[config.mk]
export PLATFORM = sky130hd
export DESIGN_NAME = stby_dev_flat
export DESIGN_NICKNAME = d
export VERILOG_FILES = /design/src/design/stby_pkg.sv /design/src/design/stby_if.sv /design/src/design/stby_dev.sv /design/src/flat_wrapper.sv
export VERILOG_INCLUDE_DIRS = /design/src /design/src/design
export SDC_FILE = /design/constraint.sdc
export NUM_CORES = 1
export LEC_CHECK = 0
export ABC_CLOCK_PERIOD_IN_PS = 7800
export BUFFER_PORTS_ARGS = -buffer_cell sky130_fd_sc_hd__buf_2
export CAP_MARGIN = 20
export CORE_UTILIZATION = 55
export DETAILED_ROUTE_END_ITERATION = 10
export PLACE_DENSITY_LB_ADDON = 0.3
export SYNTH_ARGS = -nofsm -noshare
export SYNTH_HDL_FRONTEND = slang
export SYNTH_SLANG_ARGS = --single-unit
[constraint.sdc]
create_clock -name ref_clk -period 7.8 [get_ports ref_clk]
set_input_delay 2.34 -clock ref_clk [delete_from_list [all_inputs] [get_ports ref_clk]]
set_output_delay 2.34 -clock ref_clk [all_outputs]
set_load 0.01 [all_outputs]
[src/design/stby_regs.svh]
// Offsets, field positions, reset values and timing counts of the standby block.
// Included by both ends; it holds definitions only.
`ifndef STBY_REGS_SVH
`define STBY_REGS_SVH

// ************************************************
// Device register addresses and reset values
// ************************************************
`define CNT_STATUS_ADDR 20'hFFFA2
`define TIME_SEL_ADDR 20'hFFFA3
`define CNT_STATUS_RESET 8'h00
`define TIME_SEL_RESET 3'h7
`define TIME_SEL_MSB 2

// Threshold exponents, status bit 7 first (2^8) down to bit 0 (2^18)
`define STAB_EXP_TABLE {5'h08, 5'h09, 5'h0A, 5'h0B, 5'h0D, 5'h0F, 5'h11, 5'h12}

// ************************************************
// Controller registers
// ************************************************
`define CMD_ADDR 20'h00000
`define CFG_ADDR 20'h00001
`define STAT_ADDR 20'h00002
`define CMD_HALT_BIT 0
`define CMD_STOP_BIT 1
`define CFG_X1_SEL_BIT 0
`define CFG_CPU_FREE_WAKE_MODE_BIT 1
`define CFG_LOCO_BIT 2
`define CFG_XSTOP_BIT 3
`define CFG_RESET 8'h01

// ************************************************
// Timing
// ************************************************
`define REF_FREQ_MHZ 40
`define X1_FREQ_MHZ 10
`define X1_DIV (`REF_FREQ_MHZ / `X1_FREQ_MHZ)
`define X1_START_NS 2000
`define X1_START_CYC ((`X1_START_NS * `REF_FREQ_MHZ + 999) / 1000)

`endif
[src/design/stby_pkg.sv]
// Types shared by the standby device and its controller.
// Assumes stby_regs.svh supplies the numeric constants.
package stby_pkg;

    // Gray codes along run, halt, stop, wait, cpu_free_wake_mode
    typedef enum logic [2:0] {
        ST_RUN    = 3'h0,
        ST_HALT   = 3'h1,
        ST_STOP   = 3'h3,
        ST_WAIT   = 3'h2,
        ST_CPU_FREE_WAKE_MODE = 3'h6
    } stby_state_t;

    typedef logic [7:0] byte_t;
    typedef logic [19:0] addr_t;

endpackage : stby_pkg

[src/design/stby_if.sv]
// Link between the standby device and the CPU/oscillator side.
// Both ends run on ref_clk; no signal here needs a crossing.
`timescale 1ns/1ps
`default_nettype none

interface stby_if;
    import stby_pkg::*;
    // Standby requests and wake sources
    logic halt_req;
    logic stop_req;
    logic irq;
    logic serial_rx_req;
    logic adc_trig;
    logic cpu_free_wake_mode_done;
    // Configuration levels
    logic cpu_free_wake_mode_en;
    logic x1_cpu_sel;
    logic x1_osc_stop_ctl;
    logic loco_opt;
    // Crystal oscillator state and standby mode
    logic x1_run;
    logic x1_tick;
    logic hsosc_en;
    stby_state_t mode;
    // Register access
    addr_t reg_addr;
    byte_t reg_wdata;
    logic reg_wr;
    logic reg_rd;
    byte_t reg_rdata;

    modport dev (
        input halt_req, stop_req, irq, serial_rx_req, adc_trig, cpu_free_wake_mode_done,
        input cpu_free_wake_mode_en, x1_cpu_sel, x1_osc_stop_ctl, loco_opt, x1_run, x1_tick,
        input reg_addr, reg_wdata, reg_wr, reg_rd,
        output hsosc_en, mode, reg_rdata
    );
    modport ctl (
        output halt_req, stop_req, irq, serial_rx_req, adc_trig, cpu_free_wake_mode_done,
        output cpu_free_wake_mode_en, x1_cpu_sel, x1_osc_stop_ctl, loco_opt, x1_run, x1_tick,
        output reg_addr, reg_wdata, reg_wr, reg_rd,
        input hsosc_en, mode, reg_rdata
    );
endinterface : stby_if

`default_nettype wire

[src/design/stby_dev.sv]
// Standby sequencer: halt, stop and cpu_free_wake_mode modes plus the crystal
// stabilization counter with its status and time-select registers.
// Assumes the controller end drives the link on ref_clk.
//
// Operation
// - Halt gates CPU clock, high-speed oscillators keep running
// - Stop halts both high-speed oscillators
// - Interrupt request releases stop mode
// - Stabilization wait after stop when crystal clocks
// - Cpu_free_wake_mode trigger leaves stop without CPU
// - Cpu_free_wake_mode only with on-chip oscillator clock
// - Standby holds registers, memory and ports
// - Stop entered only from main clock
// - Halt peripherals before stop, except cpu_free_wake_mode
// - Program cpu_free_wake_mode setup before entering stop
// - Clear converter start and enable first
// - Low-speed oscillator follows option setting
// - Status register read-only, byte readable
// - Status clears on reset, stop, crystal-stop
// - Status bits fill in order, stay set
// - Bits map to 2^8 through 2^18 cycles
// - Counter stops at selected stabilization time
// - Status usable with on-chip oscillator clocking
// - Count only from crystal oscillation start
// - Select resets to 07H, eight codes
// - Crystal CPU clock waits selected time
`include "stby_regs.svh"
`timescale 1ns/1ps
`default_nettype none

module stby_dev
    import stby_pkg::*;
#(
    // Lowers every threshold exponent to shorten simulation
    parameter int STAB_EXP_CUT = 0
) (
    // Clock and reset
    input wire logic ref_clk,
    input wire logic sys_rst,
    // Link to the controller
    stby_if.dev link,
    // Clock gating toward the chip
    output logic cpu_clk_en,
    output logic hoco_en,
    output logic loco_en,
    output logic cpu_free_wake_mode_run,
    output logic port_hold
);

    // ************************************************
    // Declarations
    // ************************************************
    localparam logic [39:0] EXP_TABLE = `STAB_EXP_TABLE;

    stby_state_t state_ff;
    stby_state_t nxt_state;
    logic [`TIME_SEL_MSB:0] tsel_ff;
    logic [18:0] cnt_ff;
    logic [7:0] status_ff;
    logic [7:0] rdata_ff;
    logic hsosc_en_ff;
    logic cpu_clk_en_ff;
    logic hoco_en_ff;
    logic loco_en_ff;
    logic cpu_free_wake_mode_run_ff;
    logic port_hold_ff;
    logic stab_clr;
    logic stab_done;
    logic cpu_free_wake_mode_ok;
    logic cpu_free_wake_mode_trig;
    logic [2:0] sel_bit;
    logic [4:0] sel_exp;
    logic [18:0] cnt_limit;

    // ************************************************
    // Mode sequencer
    // ************************************************
    // cpu_free_wake_mode needs on-chip clock
    assign cpu_free_wake_mode_ok = link.cpu_free_wake_mode_en & ~link.x1_cpu_sel;
    assign cpu_free_wake_mode_trig = link.serial_rx_req | link.adc_trig;

    always_comb begin
        nxt_state = state_ff;
        case (state_ff)
            ST_RUN: begin
                if (link.stop_req) begin
                    nxt_state = ST_STOP;
                end else if (link.halt_req) begin
                    nxt_state = ST_HALT;
                end
            end
            ST_HALT: begin
                if (link.irq) begin
                    nxt_state = ST_RUN;
                end
            end
            ST_STOP: begin
                if (link.irq) begin
                    nxt_state = link.x1_cpu_sel ? ST_WAIT : ST_RUN;
                end else if (cpu_free_wake_mode_ok && cpu_free_wake_mode_trig) begin
                    nxt_state = ST_CPU_FREE_WAKE_MODE;
                end
            end
            ST_CPU_FREE_WAKE_MODE: begin
                if (link.irq) begin
                    nxt_state = ST_RUN;
                end else if (link.cpu_free_wake_mode_done) begin
                    nxt_state = ST_STOP;
                end
            end
            ST_WAIT: begin
                if (stab_done) begin
                    nxt_state = ST_RUN;
                end
            end
            default: begin
                nxt_state = ST_RUN;
            end
        endcase
    end

    always_ff @(posedge ref_clk) begin
        if (sys_rst) begin
            state_ff <= ST_RUN;
        end else begin
            state_ff <= nxt_state;
        end
    end

    // ************************************************
    // Clock and oscillator enables
    // ************************************************
    always_ff @(posedge ref_clk) begin
        if (sys_rst) begin
            cpu_clk_en_ff <= 1'b1;
            hsosc_en_ff <= 1'b1;
            hoco_en_ff <= 1'b1;
            loco_en_ff <= 1'b1;
            cpu_free_wake_mode_run_ff <= 1'b0;
            port_hold_ff <= 1'b0;
        end else begin
            // the CPU clock drops in halt, and the low-speed oscillator too unless loco_opt is set
            cpu_clk_en_ff <= (nxt_state == ST_RUN);
            // both high-speed oscillators off in stop
            hsosc_en_ff <= ~link.x1_osc_stop_ctl & (nxt_state != ST_STOP) & (nxt_state != ST_CPU_FREE_WAKE_MODE);
            hoco_en_ff <= (nxt_state != ST_STOP);
            loco_en_ff <= link.loco_opt | (nxt_state == ST_RUN) | (nxt_state == ST_WAIT)
                          | (nxt_state == ST_CPU_FREE_WAKE_MODE);
            cpu_free_wake_mode_run_ff <= (nxt_state == ST_CPU_FREE_WAKE_MODE);
            port_hold_ff <= (nxt_state != ST_RUN);
        end
    end

    // ************************************************
    // Stabilization counter
    // ************************************************
    // clear on stop entry or crystal stop
    assign stab_clr = ((state_ff == ST_RUN) & link.stop_req) | link.x1_osc_stop_ctl;
    assign sel_bit = 3'h7 - tsel_ff;
    assign sel_exp = EXP_TABLE[sel_bit * 5 +: 5] - 5'(STAB_EXP_CUT);
    assign cnt_limit = 19'h00001 << sel_exp;
    assign stab_done = status_ff[sel_bit];

    always_ff @(posedge ref_clk) begin
        if (sys_rst || stab_clr) begin
            cnt_ff <= 19'h00000;
        end else if (link.x1_tick && link.x1_run && (cnt_ff < cnt_limit)) begin
            cnt_ff <= cnt_ff + 19'h00001;
        end
    end

    // sticky bits
    // Clear wins: the count restarts that cycle, so a set from the old count is stale
    genvar gi;
    generate
        for (gi = 0; gi < 8; gi = gi + 1) begin : g_stat
            localparam logic [4:0] EXP_I = EXP_TABLE[gi * 5 +: 5] - 5'(STAB_EXP_CUT);
            always_ff @(posedge ref_clk) begin
                if (sys_rst || stab_clr) begin
                    status_ff[gi] <= 1'b0;
                end else if (cnt_ff >= (19'h00001 << EXP_I)) begin
                    status_ff[gi] <= 1'b1;
                end
            end
        end
    endgenerate

    // ************************************************
    // Register access
    // ************************************************
    // select resets to seven
    always_ff @(posedge ref_clk) begin
        if (sys_rst) begin
            tsel_ff <= `TIME_SEL_RESET;
        end else if (link.reg_wr && (link.reg_addr == `TIME_SEL_ADDR)) begin
            tsel_ff <= link.reg_wdata[`TIME_SEL_MSB:0];
        end
    end

    // status readable as a byte, writes ignored
    always_ff @(posedge ref_clk) begin
        if (sys_rst) begin
            rdata_ff <= 8'h00;
        end else if (link.reg_rd && (link.reg_addr == `CNT_STATUS_ADDR)) begin
            rdata_ff <= status_ff;
        end else if (link.reg_rd && (link.reg_addr == `TIME_SEL_ADDR)) begin
            rdata_ff <= {5'h00, tsel_ff};
        end else begin
            rdata_ff <= 8'h00;
        end
    end

    // ************************************************
    // Outputs
    // ************************************************
    assign link.reg_rdata = rdata_ff;
    assign link.hsosc_en = hsosc_en_ff;
    assign link.mode = state_ff;
    assign cpu_clk_en = cpu_clk_en_ff;
    assign hoco_en = hoco_en_ff;
    assign loco_en = loco_en_ff;
    assign cpu_free_wake_mode_run = cpu_free_wake_mode_run_ff;
    assign port_hold = port_hold_ff;

endmodule : stby_dev

`default_nettype wire

[src/flat_wrapper.sv]
// flat-port wrapper written by rule: the top's interface ports become plain ports
module stby_dev_flat import stby_pkg::*;
#(
                                                            
    parameter int STAB_EXP_CUT = 0
)
  (ref_clk, sys_rst, cpu_clk_en, hoco_en, loco_en, cpu_free_wake_mode_run, port_hold, link_halt_req, link_stop_req, link_irq, link_serial_rx_req, link_adc_trig, link_cpu_free_wake_mode_done, link_cpu_free_wake_mode_en, link_x1_cpu_sel, link_x1_osc_stop_ctl, link_loco_opt, link_x1_run, link_x1_tick, link_reg_addr, link_reg_wdata, link_reg_wr, link_reg_rd, link_hsosc_en, link_mode, link_reg_rdata);
  stby_if link_i ();
  input wire logic ref_clk;
  input wire logic sys_rst;
  output logic cpu_clk_en;
  output logic hoco_en;
  output logic loco_en;
  output logic cpu_free_wake_mode_run;
  output logic port_hold;
  input wire logic [$bits(link_i.halt_req)-1:0] link_halt_req;
  input wire logic [$bits(link_i.stop_req)-1:0] link_stop_req;
  input wire logic [$bits(link_i.irq)-1:0] link_irq;
  input wire logic [$bits(link_i.serial_rx_req)-1:0] link_serial_rx_req;
  input wire logic [$bits(link_i.adc_trig)-1:0] link_adc_trig;
  input wire logic [$bits(link_i.cpu_free_wake_mode_done)-1:0] link_cpu_free_wake_mode_done;
  input wire logic [$bits(link_i.cpu_free_wake_mode_en)-1:0] link_cpu_free_wake_mode_en;
  input wire logic [$bits(link_i.x1_cpu_sel)-1:0] link_x1_cpu_sel;
  input wire logic [$bits(link_i.x1_osc_stop_ctl)-1:0] link_x1_osc_stop_ctl;
  input wire logic [$bits(link_i.loco_opt)-1:0] link_loco_opt;
  input wire logic [$bits(link_i.x1_run)-1:0] link_x1_run;
  input wire logic [$bits(link_i.x1_tick)-1:0] link_x1_tick;
  input wire logic [$bits(link_i.reg_addr)-1:0] link_reg_addr;
  input wire logic [$bits(link_i.reg_wdata)-1:0] link_reg_wdata;
  input wire logic [$bits(link_i.reg_wr)-1:0] link_reg_wr;
  input wire logic [$bits(link_i.reg_rd)-1:0] link_reg_rd;
  output wire logic [$bits(link_i.hsosc_en)-1:0] link_hsosc_en;
  output wire logic [$bits(link_i.mode)-1:0] link_mode;
  output wire logic [$bits(link_i.reg_rdata)-1:0] link_reg_rdata;
  assign link_i.halt_req = link_halt_req;
  assign link_i.stop_req = link_stop_req;
  assign link_i.irq = link_irq;
  assign link_i.serial_rx_req = link_serial_rx_req;
  assign link_i.adc_trig = link_adc_trig;
  assign link_i.cpu_free_wake_mode_done = link_cpu_free_wake_mode_done;
  assign link_i.cpu_free_wake_mode_en = link_cpu_free_wake_mode_en;
  assign link_i.x1_cpu_sel = link_x1_cpu_sel;
  assign link_i.x1_osc_stop_ctl = link_x1_osc_stop_ctl;
  assign link_i.loco_opt = link_loco_opt;
  assign link_i.x1_run = link_x1_run;
  assign link_i.x1_tick = link_x1_tick;
  assign link_i.reg_addr = link_reg_addr;
  assign link_i.reg_wdata = link_reg_wdata;
  assign link_i.reg_wr = link_reg_wr;
  assign link_i.reg_rd = link_reg_rd;
  assign link_hsosc_en = link_i.hsosc_en;
  assign link_mode = link_i.mode;
  assign link_reg_rdata = link_i.reg_rdata;
  stby_dev #(.STAB_EXP_CUT(STAB_EXP_CUT)) u_core (.ref_clk(ref_clk), .sys_rst(sys_rst), .link(link_i), .cpu_clk_en(cpu_clk_en), .hoco_en(hoco_en), .loco_en(loco_en), .cpu_free_wake_mode_run(cpu_free_wake_mode_run), .port_hold(port_hold));
endmodule
# Word level (Yosys, flattened, before mapping)
# Cells that the tools add are included.
# totals
regBits,47
input_bits,44
output_inout_bits,17
elab_cells,78
# op_classes
addsub,2
n_mul,1
n_lt_le_gt_ge,10
eq_ne,10
shift,2
muxes,14
n_bitwise,11
reduce_logical,10
# op_table
op,count
$eq 20x20->1 const B,2
$shiftx 40x7->5 const A,1
$mux 3,9
$add 19x1->19 const B,1
$ge 19x10->1 const B,1
$ge 19x11->1 const B,1
$ge 19x12->1 const B,1
$ge 19x14->1 const B,1
$ge 19x16->1 const B,1
$ge 19x18->1 const B,1
$ge 19x19->1 const B,1
$ge 19x9->1 const B,1
$lt 19x19->1,1
$shl 1x5->19 const A,1
$pmux 3 s5,1
$eq 3x2->1 const B,3
$mux 8,1
$eq 3x3->1 const B,2
$logic_and 1x1->1,6
$logic_not 3->1,2
$mul 3x3->6 const B,1
$or 1x1->1,5
$and 1x1->1,4
$lt 3x4->1 const B,1
10 further kinds,11

# Logic depth before layout (Yosys ltp)
# Gate-level depths: netlist of run 1.
# depth
depth_word,10
mapped_depth,11
mapped_depth_nobuf,8

# Worst setup path after synthesis of run 1
# Ideal clock, no wire load.
# synth_timing
kind,in2reg
from,in link_reg_addr[2]
to,"reg u_core.rdata_ff[3], in the netlist u_core.link.reg_rdata[3]"
setup_time_ps,59
t_arrival_ps,3760
t_required_ps,7741
slack_ps,3981
cell_stages,5
n_path_buf,0
cell_sequence,nand4bb_1 or4_1 or4b_4 nor2_4 and2_1
# synth_between
elab_chain_len,3
# synth_rtl
item,line_no,source
start: declaration,flat_wrapper.sv:28,input wire logic [$bits(link_i.reg_addr)-1:0] link_reg_addr;
$eq 20x20->1 (no source line),n/a,
$logic_and 1x1->1,stby_dev.sv:204,end else if (link.reg_rd && (link.reg_addr == `CNT_STATUS_ADDR)) begin
$mux 8,stby_dev.sv:204,
end signal: assignment,stby_dev.sv:205,rdata_ff <= status_ff;
end signal: assignment,stby_dev.sv:207,"rdata_ff <= {5'h00, tsel_ff};"
end: declaration,stby_dev.sv:60,logic [7:0] rdata_ff;
# Every way passes these cells.
# A chain may end at the register's enable or synchronous reset.

# Worst setup path in the final report of run 1
# layout_timing
from,in link_reg_addr[2]
to,"reg u_core.rdata_ff[5], in the netlist u_core.link.reg_rdata[5]"
# The elaborated chain is that of the path after synthesis.

==> flow_metrics.py, run 1 <==
metrics = {
    "timing": {
        "drv_slew": 0,
        "setup-tns-final_ps": 0,
        "clock_skew_ps": 2.88,
        "rsz0062_at_grt": "no",
        "setup_viol": 0,
        "hold_violations": 0,
        "slew_headroom_pct": 29.2,
        "tightest_slew_ps": 1060,
        "min_period_ps": 3740,
        "max_freq_mhz": 268,
        "final_min_period_over_clock_period_pct": 47.9,
        "hold_ws_ps": 491,
    },
    "setup_path": {
        "crit_chain": "buf_2 > nand4bb_1 > or4_1 > or4b_4 > nor2_4 > and2_1",
        "crit_path_start_kind": "primary input",
        "cp.arrival_ps": 3990,
        "crit_family": "simple AND/OR/NAND/NOR gates",
        "end_kind": "flip-flop",
        "r2r_slack_ps": 4890,
        "crit_path_max_incr_delay_ps": 590,
        "r2r-start": "u_core.tsel_ff[0]",
        "slowest_stage": "or4b_4",
        "required_ps": 8050,
        "crit_fanout": 5,
        "startpoint": "link_reg_addr[2]",
        "path_class": "in -> reg",
        "critPathBufInv": 1,
    },
    "power_and_ir_drop": {
        "power_leakage_nw": 1.33,
        "ir_drop_mv": 0.125,
        "p_per_area_mw_per_mm2": 153,
    },
    "clock_network": {
        "clk_pin_slew_ps": 90,
        "cts.repair.resized": 0,
        "cts_tree": "yes",
        "cts_sinks": 47,
        "cts_setup_buffers": 0,
        "clkLatencyLatePin_ps": 300,
        "cts_root_buffer": "clkbuf_8",
        "cts_made_buffers": 5,
        "htreeDepth": 2,
        "cts_hold_buf": 0,
        "cts_max_path_buffers": 2,
    },
    "grt": {
        "antenna_found_initial": 0,
        "grt_max_degree": 33,
        "grt_usage_pct": 23.6,
        "grt_overflow": 0,
        "grt_pass1_vias": 2141,
        "grt_first_pass_wirelength_microns": 9650,
    },
    "place": {
        "dp_hpwl_microns": 4340,
        "numPortBuffers": 55,
        "dpl_cell_area_sq_mm": 0.00308,
        "routabilityCongestion": 0.856,
    },
    "synth": {
        "synthCells": 317,
        "ys_ff_latch": 47,
        "synthArstFlopShare_pct": 0,
        "ys.flop_type": "dfxtp_1",
        "synth_area_sq_mm": 0.00273,
        "yosysSeqAreaShare_pct": 34.4,
        "synth_edf_count": 0,
        "syn_avg_cell_area_sq_um": 8.62,
        "yosys.cell_types.count": 51,
        "yosysWarnings": 0,
    },
    "floorplan": {
        "die-width_microns": 72.5,
        "fp.dieArea_sq_mm": 0.00525,
        "initial_utilization_pct": 57.5,
        "io_pins": 61,
        "core_sq_mm": 0.00475,
        "rows": 25,
        "die_h_microns": 72.5,
    },
    "detailed_routing": {
        "detail-route-antenna-nets": 0,
        "routed_wl_microns": 6030,
        "vias": 2508,
        "drt_iter0_markers": 156,
        "route.detailed.drc": 0,
        "via_per_inst": 5.67,
        "drtPass1Iterations": 5,
        "wire_per_inst_microns": 13.6,
    },
    "layout": {
        "final_layout_size_suffix_gt1_share_pct": 20.0,
        "area_growth_pct": 17.0,
        "final_cell_mix": "55 x buf_2, 47 x dfxtp_1, 30 x nand2_1",
        "final_common_cell": "buf_2",
        "num_antenna_cells": 0,
        "fin_area_sq_mm": 0.00320,
        "layout.nets": 438,
    },
    "min_path": {
        "min_path_type": "reg -> reg",
        "worstHoldStart": "u_core.status_ff[4]",
    },
    "status": {
        "status": "finished clean",
    },
    "flow_run": {
        "maxCapViolCount": 0,
    },
}
[final cells by class]
cell class                      count  area (sq um)
Tap cell                           67          83.8
Timing Repair Buffer               56           283
Clock inverter                      2          38.8
Clock buffer                        6          82.6
Sequential cell                    47           941
Inverter                           10          37.5
Multi-Input combinational cell    254          1730
Fill cell                         436          1560
[through the flow]
| step | util, % | instances | total power [mW] | setup WS [ps] |
|---|---|---|---|---|
| final | 67.2 | 442 | 0.488 | 4060 |
| after global routing | 67.2 | 442 | 0.508 | 3960 |
| after CTS | 67.2 | 442 | 0.491 | 4050 |
| after detailed placement | 64.7 | 434 | 0.303 | 3740 |
| after global placement | 64.7 | 434 | 0.302 | 3760 |
| after floorplan | - | 326 | 0.283 | 3980 |
[cells in the mapped netlist, types with 3 or more instances]
cell,instances,share of area (%)
mux2i_1,24,8.8
clkbuf_1,9,1.2
nor2_1,25,3.4
or4_1,3,0.82
nand3_1,10,1.8
o21ai_0,6,1.1
or3_1,5,1.1
a21o_1,3,0.82
dfxtp_1,47,34
a21oi_1,14,2.6
nor4_1,15,3.4
o31ai_1,3,0.82
nand2_1,30,4.1
buf_2,4,0.73
and2_1,8,1.8
nand2b_1,16,3.7
nor3_1,6,1.1
nand3b_1,4,1.1
ha_1,20,9.2
nand4_1,20,4.6
inv_1,10,1.4
[routing by layer]
| metal | wire [microns] | track usage, % |
|---|---|---|
| met4 | 142 | 10.0 |
| met3 | 314 | 4.03 |
| met5 | 0 | 0 |
| met1 | 2700 | 28.8 |
| met2 | 2870 | 40.9 |
[where the power goes]
group          switching, mW  internal, mW  total (mW)
sequential           0.00377         0.245       0.249
clock                 0.0853         0.105       0.191
combinational         0.0262        0.0223      0.0485
[flip-flops by register name, indices dropped and copies added (netlist names)]
name                           count
u_core.status_ff                   8
u_core.link.reg_rdata              8
u_core.cnt_ff                     19
u_core.tsel_ff                     3
u_core.link.hsosc_en               1
u_core.link.mode                   3
u_core.cpu_clk_en                  1
u_core.port_hold                   1
u_core.hoco_en                     1
u_core.cpu_free_wake_mode_run      1
u_core.loco_en                     1
[worst register-to-register path, delay by kind of cell, from the launching register on]
kind / cells / cell delay, ps
adder cells (fa/ha/maj): 1 / 320
AO/OA/AOI/OAI: 2 / 730
AND/OR/NAND/NOR: 3 / 790
multiplexers: 1 / 320
flip-flops: 1 / 640
[final timing paths]
kind	to	depth (start not counted)
min	u_core.link.reg_rdata[4]	1
max	u_core.link.reg_rdata[5]	6
max reg2reg	u_core.cnt_ff[12]	7
min reg2reg	u_core.link.reg_rdata[4]	1
[logic make-up (layout without fill, tap and decap cells)]
group	Yosys count	in the layout	share of synthesized area [%]
compound gates	38	38	9.30
fa+ha+maj	20	20	9.16
buf+inv	25	74	3.66
flops	47	47	34.4
mux	26	26	10.0
other cells	1	10	0.137
simple gates	160	160	33.3
Note: power is estimated with default switching activity, not from simulation.
==> run 2, diff against run 1 <==
ABC_CLOCK_PERIOD_IN_PS = 3350   (was 7800)
CORE_UTILIZATION = 49   (was 55)
clock period = 3.35 ns   (was 7.8 ns; I/O delays follow)
==> flow_metrics.py, run 2 (synthesized netlist as in run 1, its figures left out) <==
metrics = {
    "layout": {
        "final_cell_mix": "55 x buf_2, 47 x dfxtp_1, 30 x nand2_1",
        "final_layout_size_suffix_gt1_share_pct": 20.2,
        "largest_reg_flops": 19,
        "area_growth_pct": 18.1,
        "num-fill-cells": 483,
        "layout.nets": 440,
        "num_antenna_cells": 0,
        "fin_util_pct": 61.6,
        "top_register": "u_core.cnt_ff",
        "final_common_cell": "buf_2",
        "finalNonFillerCells": 447,
    },
    "floorplan": {
        "initial_utilization_pct": 52.2,
        "die_h_microns": 76.7,
        "core_sq_mm": 0.00524,
        "io_pins": 61,
        "fp.dieArea_sq_mm": 0.00588,
        "rows": 26,
        "die-width_microns": 76.7,
    },
    "grt": {
        "grt_max_degree": 33,
        "grt_overflow": 0,
        "grt_usage_pct": 22.0,
        "grt_pass1_vias": 2287,
        "antenna_found_initial": 0,
        "grt_first_pass_wirelength_microns": 10500,
    },
    "min_path": {
        "whs_endpoint": "u_core.link.reg_rdata[6]",
        "min_path_cells": 2,
        "worstHoldStart": "u_core.status_ff[6]",
        "min_path_type": "reg -> reg",
    },
    "timing": {
        "rsz0062_at_grt": "no",
        "final_min_period_over_clock_period_pct": 81.2,
        "slew_headroom_pct": 30.8,
        "max_freq_mhz": 368,
        "tightest_slew_ps": 1040,
        "hold_violations": 0,
        "setup-tns-final_ps": 0,
        "min_period_ps": 2720,
        "setup_viol": 0,
        "clock_skew_ps": 12.1,
        "drv_slew": 0,
    },
    "power_and_ir_drop": {
        "finalPower_mw": 1.19,
        "p_per_area_mw_per_mm2": 368,
        "power_leakage_nw": 1.34,
        "ir_drop_mv": 0.170,
    },
    "place": {
        "dp_hpwl_microns": 4490,
        "numPortBuffers": 55,
        "routabilityCongestion": 0.868,
        "dp_cells": 439,
    },
    "clock_network": {
        "htreeDepth": 2,
        "clkLatencyLatePin_ps": 310,
        "cts_sinks": 47,
        "cts.repair.resized": 0,
        "cts_setup_buffers": 0,
        "cts_hold_buf": 0,
        "cts_tree": "yes",
        "clk_pin_slew_ps": 90,
        "cts_root_buffer": "clkbuf_8",
        "cts_max_path_buffers": 2,
        "cts_made_buffers": 5,
    },
    "setup_path": {
        "r2r-end": "u_core.cnt_ff[11]",
        "slowest_stage": "dfxtp_1",
        "crit_chain": "or3b_2 > ha_1 > a21oi_1 > a311oi_1 > a21o_1 > nor4_1 > mux2i_1",
        "end_kind": "flip-flop",
        "cp.arrival_ps": 2950,
        "path_class": "reg -> reg",
        "crit_fanout": 12,
        "r2r-start": "u_core.tsel_ff[1]",
        "required_ps": 3590,
        "reg2regPathDepth": 7,
        "r2r_slack_ps": 630,
        "crit_path_start_kind": "flip-flop",
        "crit_path_max_incr_delay_ps": 540,
    },
    "flow_run": {
        "maxCapViolCount": 0,
    },
    "detailed_routing": {
        "wire_per_inst_microns": 13.7,
        "route.detailed.drc": 0,
        "detail-route-antenna-nets": 0,
        "vias": 2502,
        "via_per_inst": 5.60,
        "routed_wl_microns": 6100,
        "drtPass1Iterations": 4,
        "drt_iter0_markers": 158,
    },
    "status": {
        "status": "finished clean",
    },
}
## run 2: cell types whose count changed in the layout (fill, tap and decap cells not counted), sizes merged
cell and delta:
bufinv +1, buf +2, inv -1
## run 2: critical path, delay by kind of cell (launching register included)
kind	cells	cell delay (ps)
flip-flops	1	540
AO/OA/AOI/OAI	3	610
AND/OR/NAND/NOR	2	940
adder cells (fa/ha/maj)	1	330
multiplexers	1	230
## run 2: area by class of cell
cell class                 count  area [sq um]  share of cell area, %
clock inverter                 2          60.1                   1.86
multi-input combinational    254          1730                   53.6
inverter                      10          37.5                   1.16
timing repair buffer          58           298                   9.23
sequential                    47           941                   29.2
clock buffer                   6          72.6                   2.25
tap                           70          87.6                   2.71
## run 2: stage by stage
| stage | instance area [sq um] | hold WS (ps) | setup WS (ps) |
|---|---|---|---|
| after global routing | 3230 | 501 | 452 |
| after detailed placement | 3090 | 457 | 614 |
| after CTS | 3230 | 472 | 647 |
| after floorplan | 2770 | 437 | 802 |
| final | 3230 | 470 | 631 |
| after global placement | 3090 | 458 | 626 |
## run 2: how the worst max path moves through the flow
stage | start | slack (ps) | endpoint
floorplan | u_core.tsel_ff[1] | 800 | u_core.cnt_ff[12]
global placement | link_reg_addr[2] | 630 | u_core.tsel_ff[0]
detailed placement | link_reg_addr[2] | 610 | u_core.tsel_ff[0]
CTS | u_core.tsel_ff[1] | 650 | u_core.cnt_ff[18]
global route | u_core.tsel_ff[1] | 450 | u_core.cnt_ff[9]
finish | u_core.tsel_ff[1] | 630 | u_core.cnt_ff[11]
## run 2: metal layers
metal  vias to the layer above  global-route usage, %  share of wire (%)
li1                       1276                      -                  -
met1                      1162                   28.5                 47
met2                        56                   36.9                 48
met3                         8                   4.05                4.1
met4                         0                   6.73                1.1
met5                         -                      0                  0
## run 2: where the power goes
part           switching [mW]  internal [mW]  leakage, nW
clock network           0.197          0.298       0.0654
logic                  0.0618         0.0519        0.896
registers             0.00915          0.570        0.381
total                   0.268          0.921         1.34
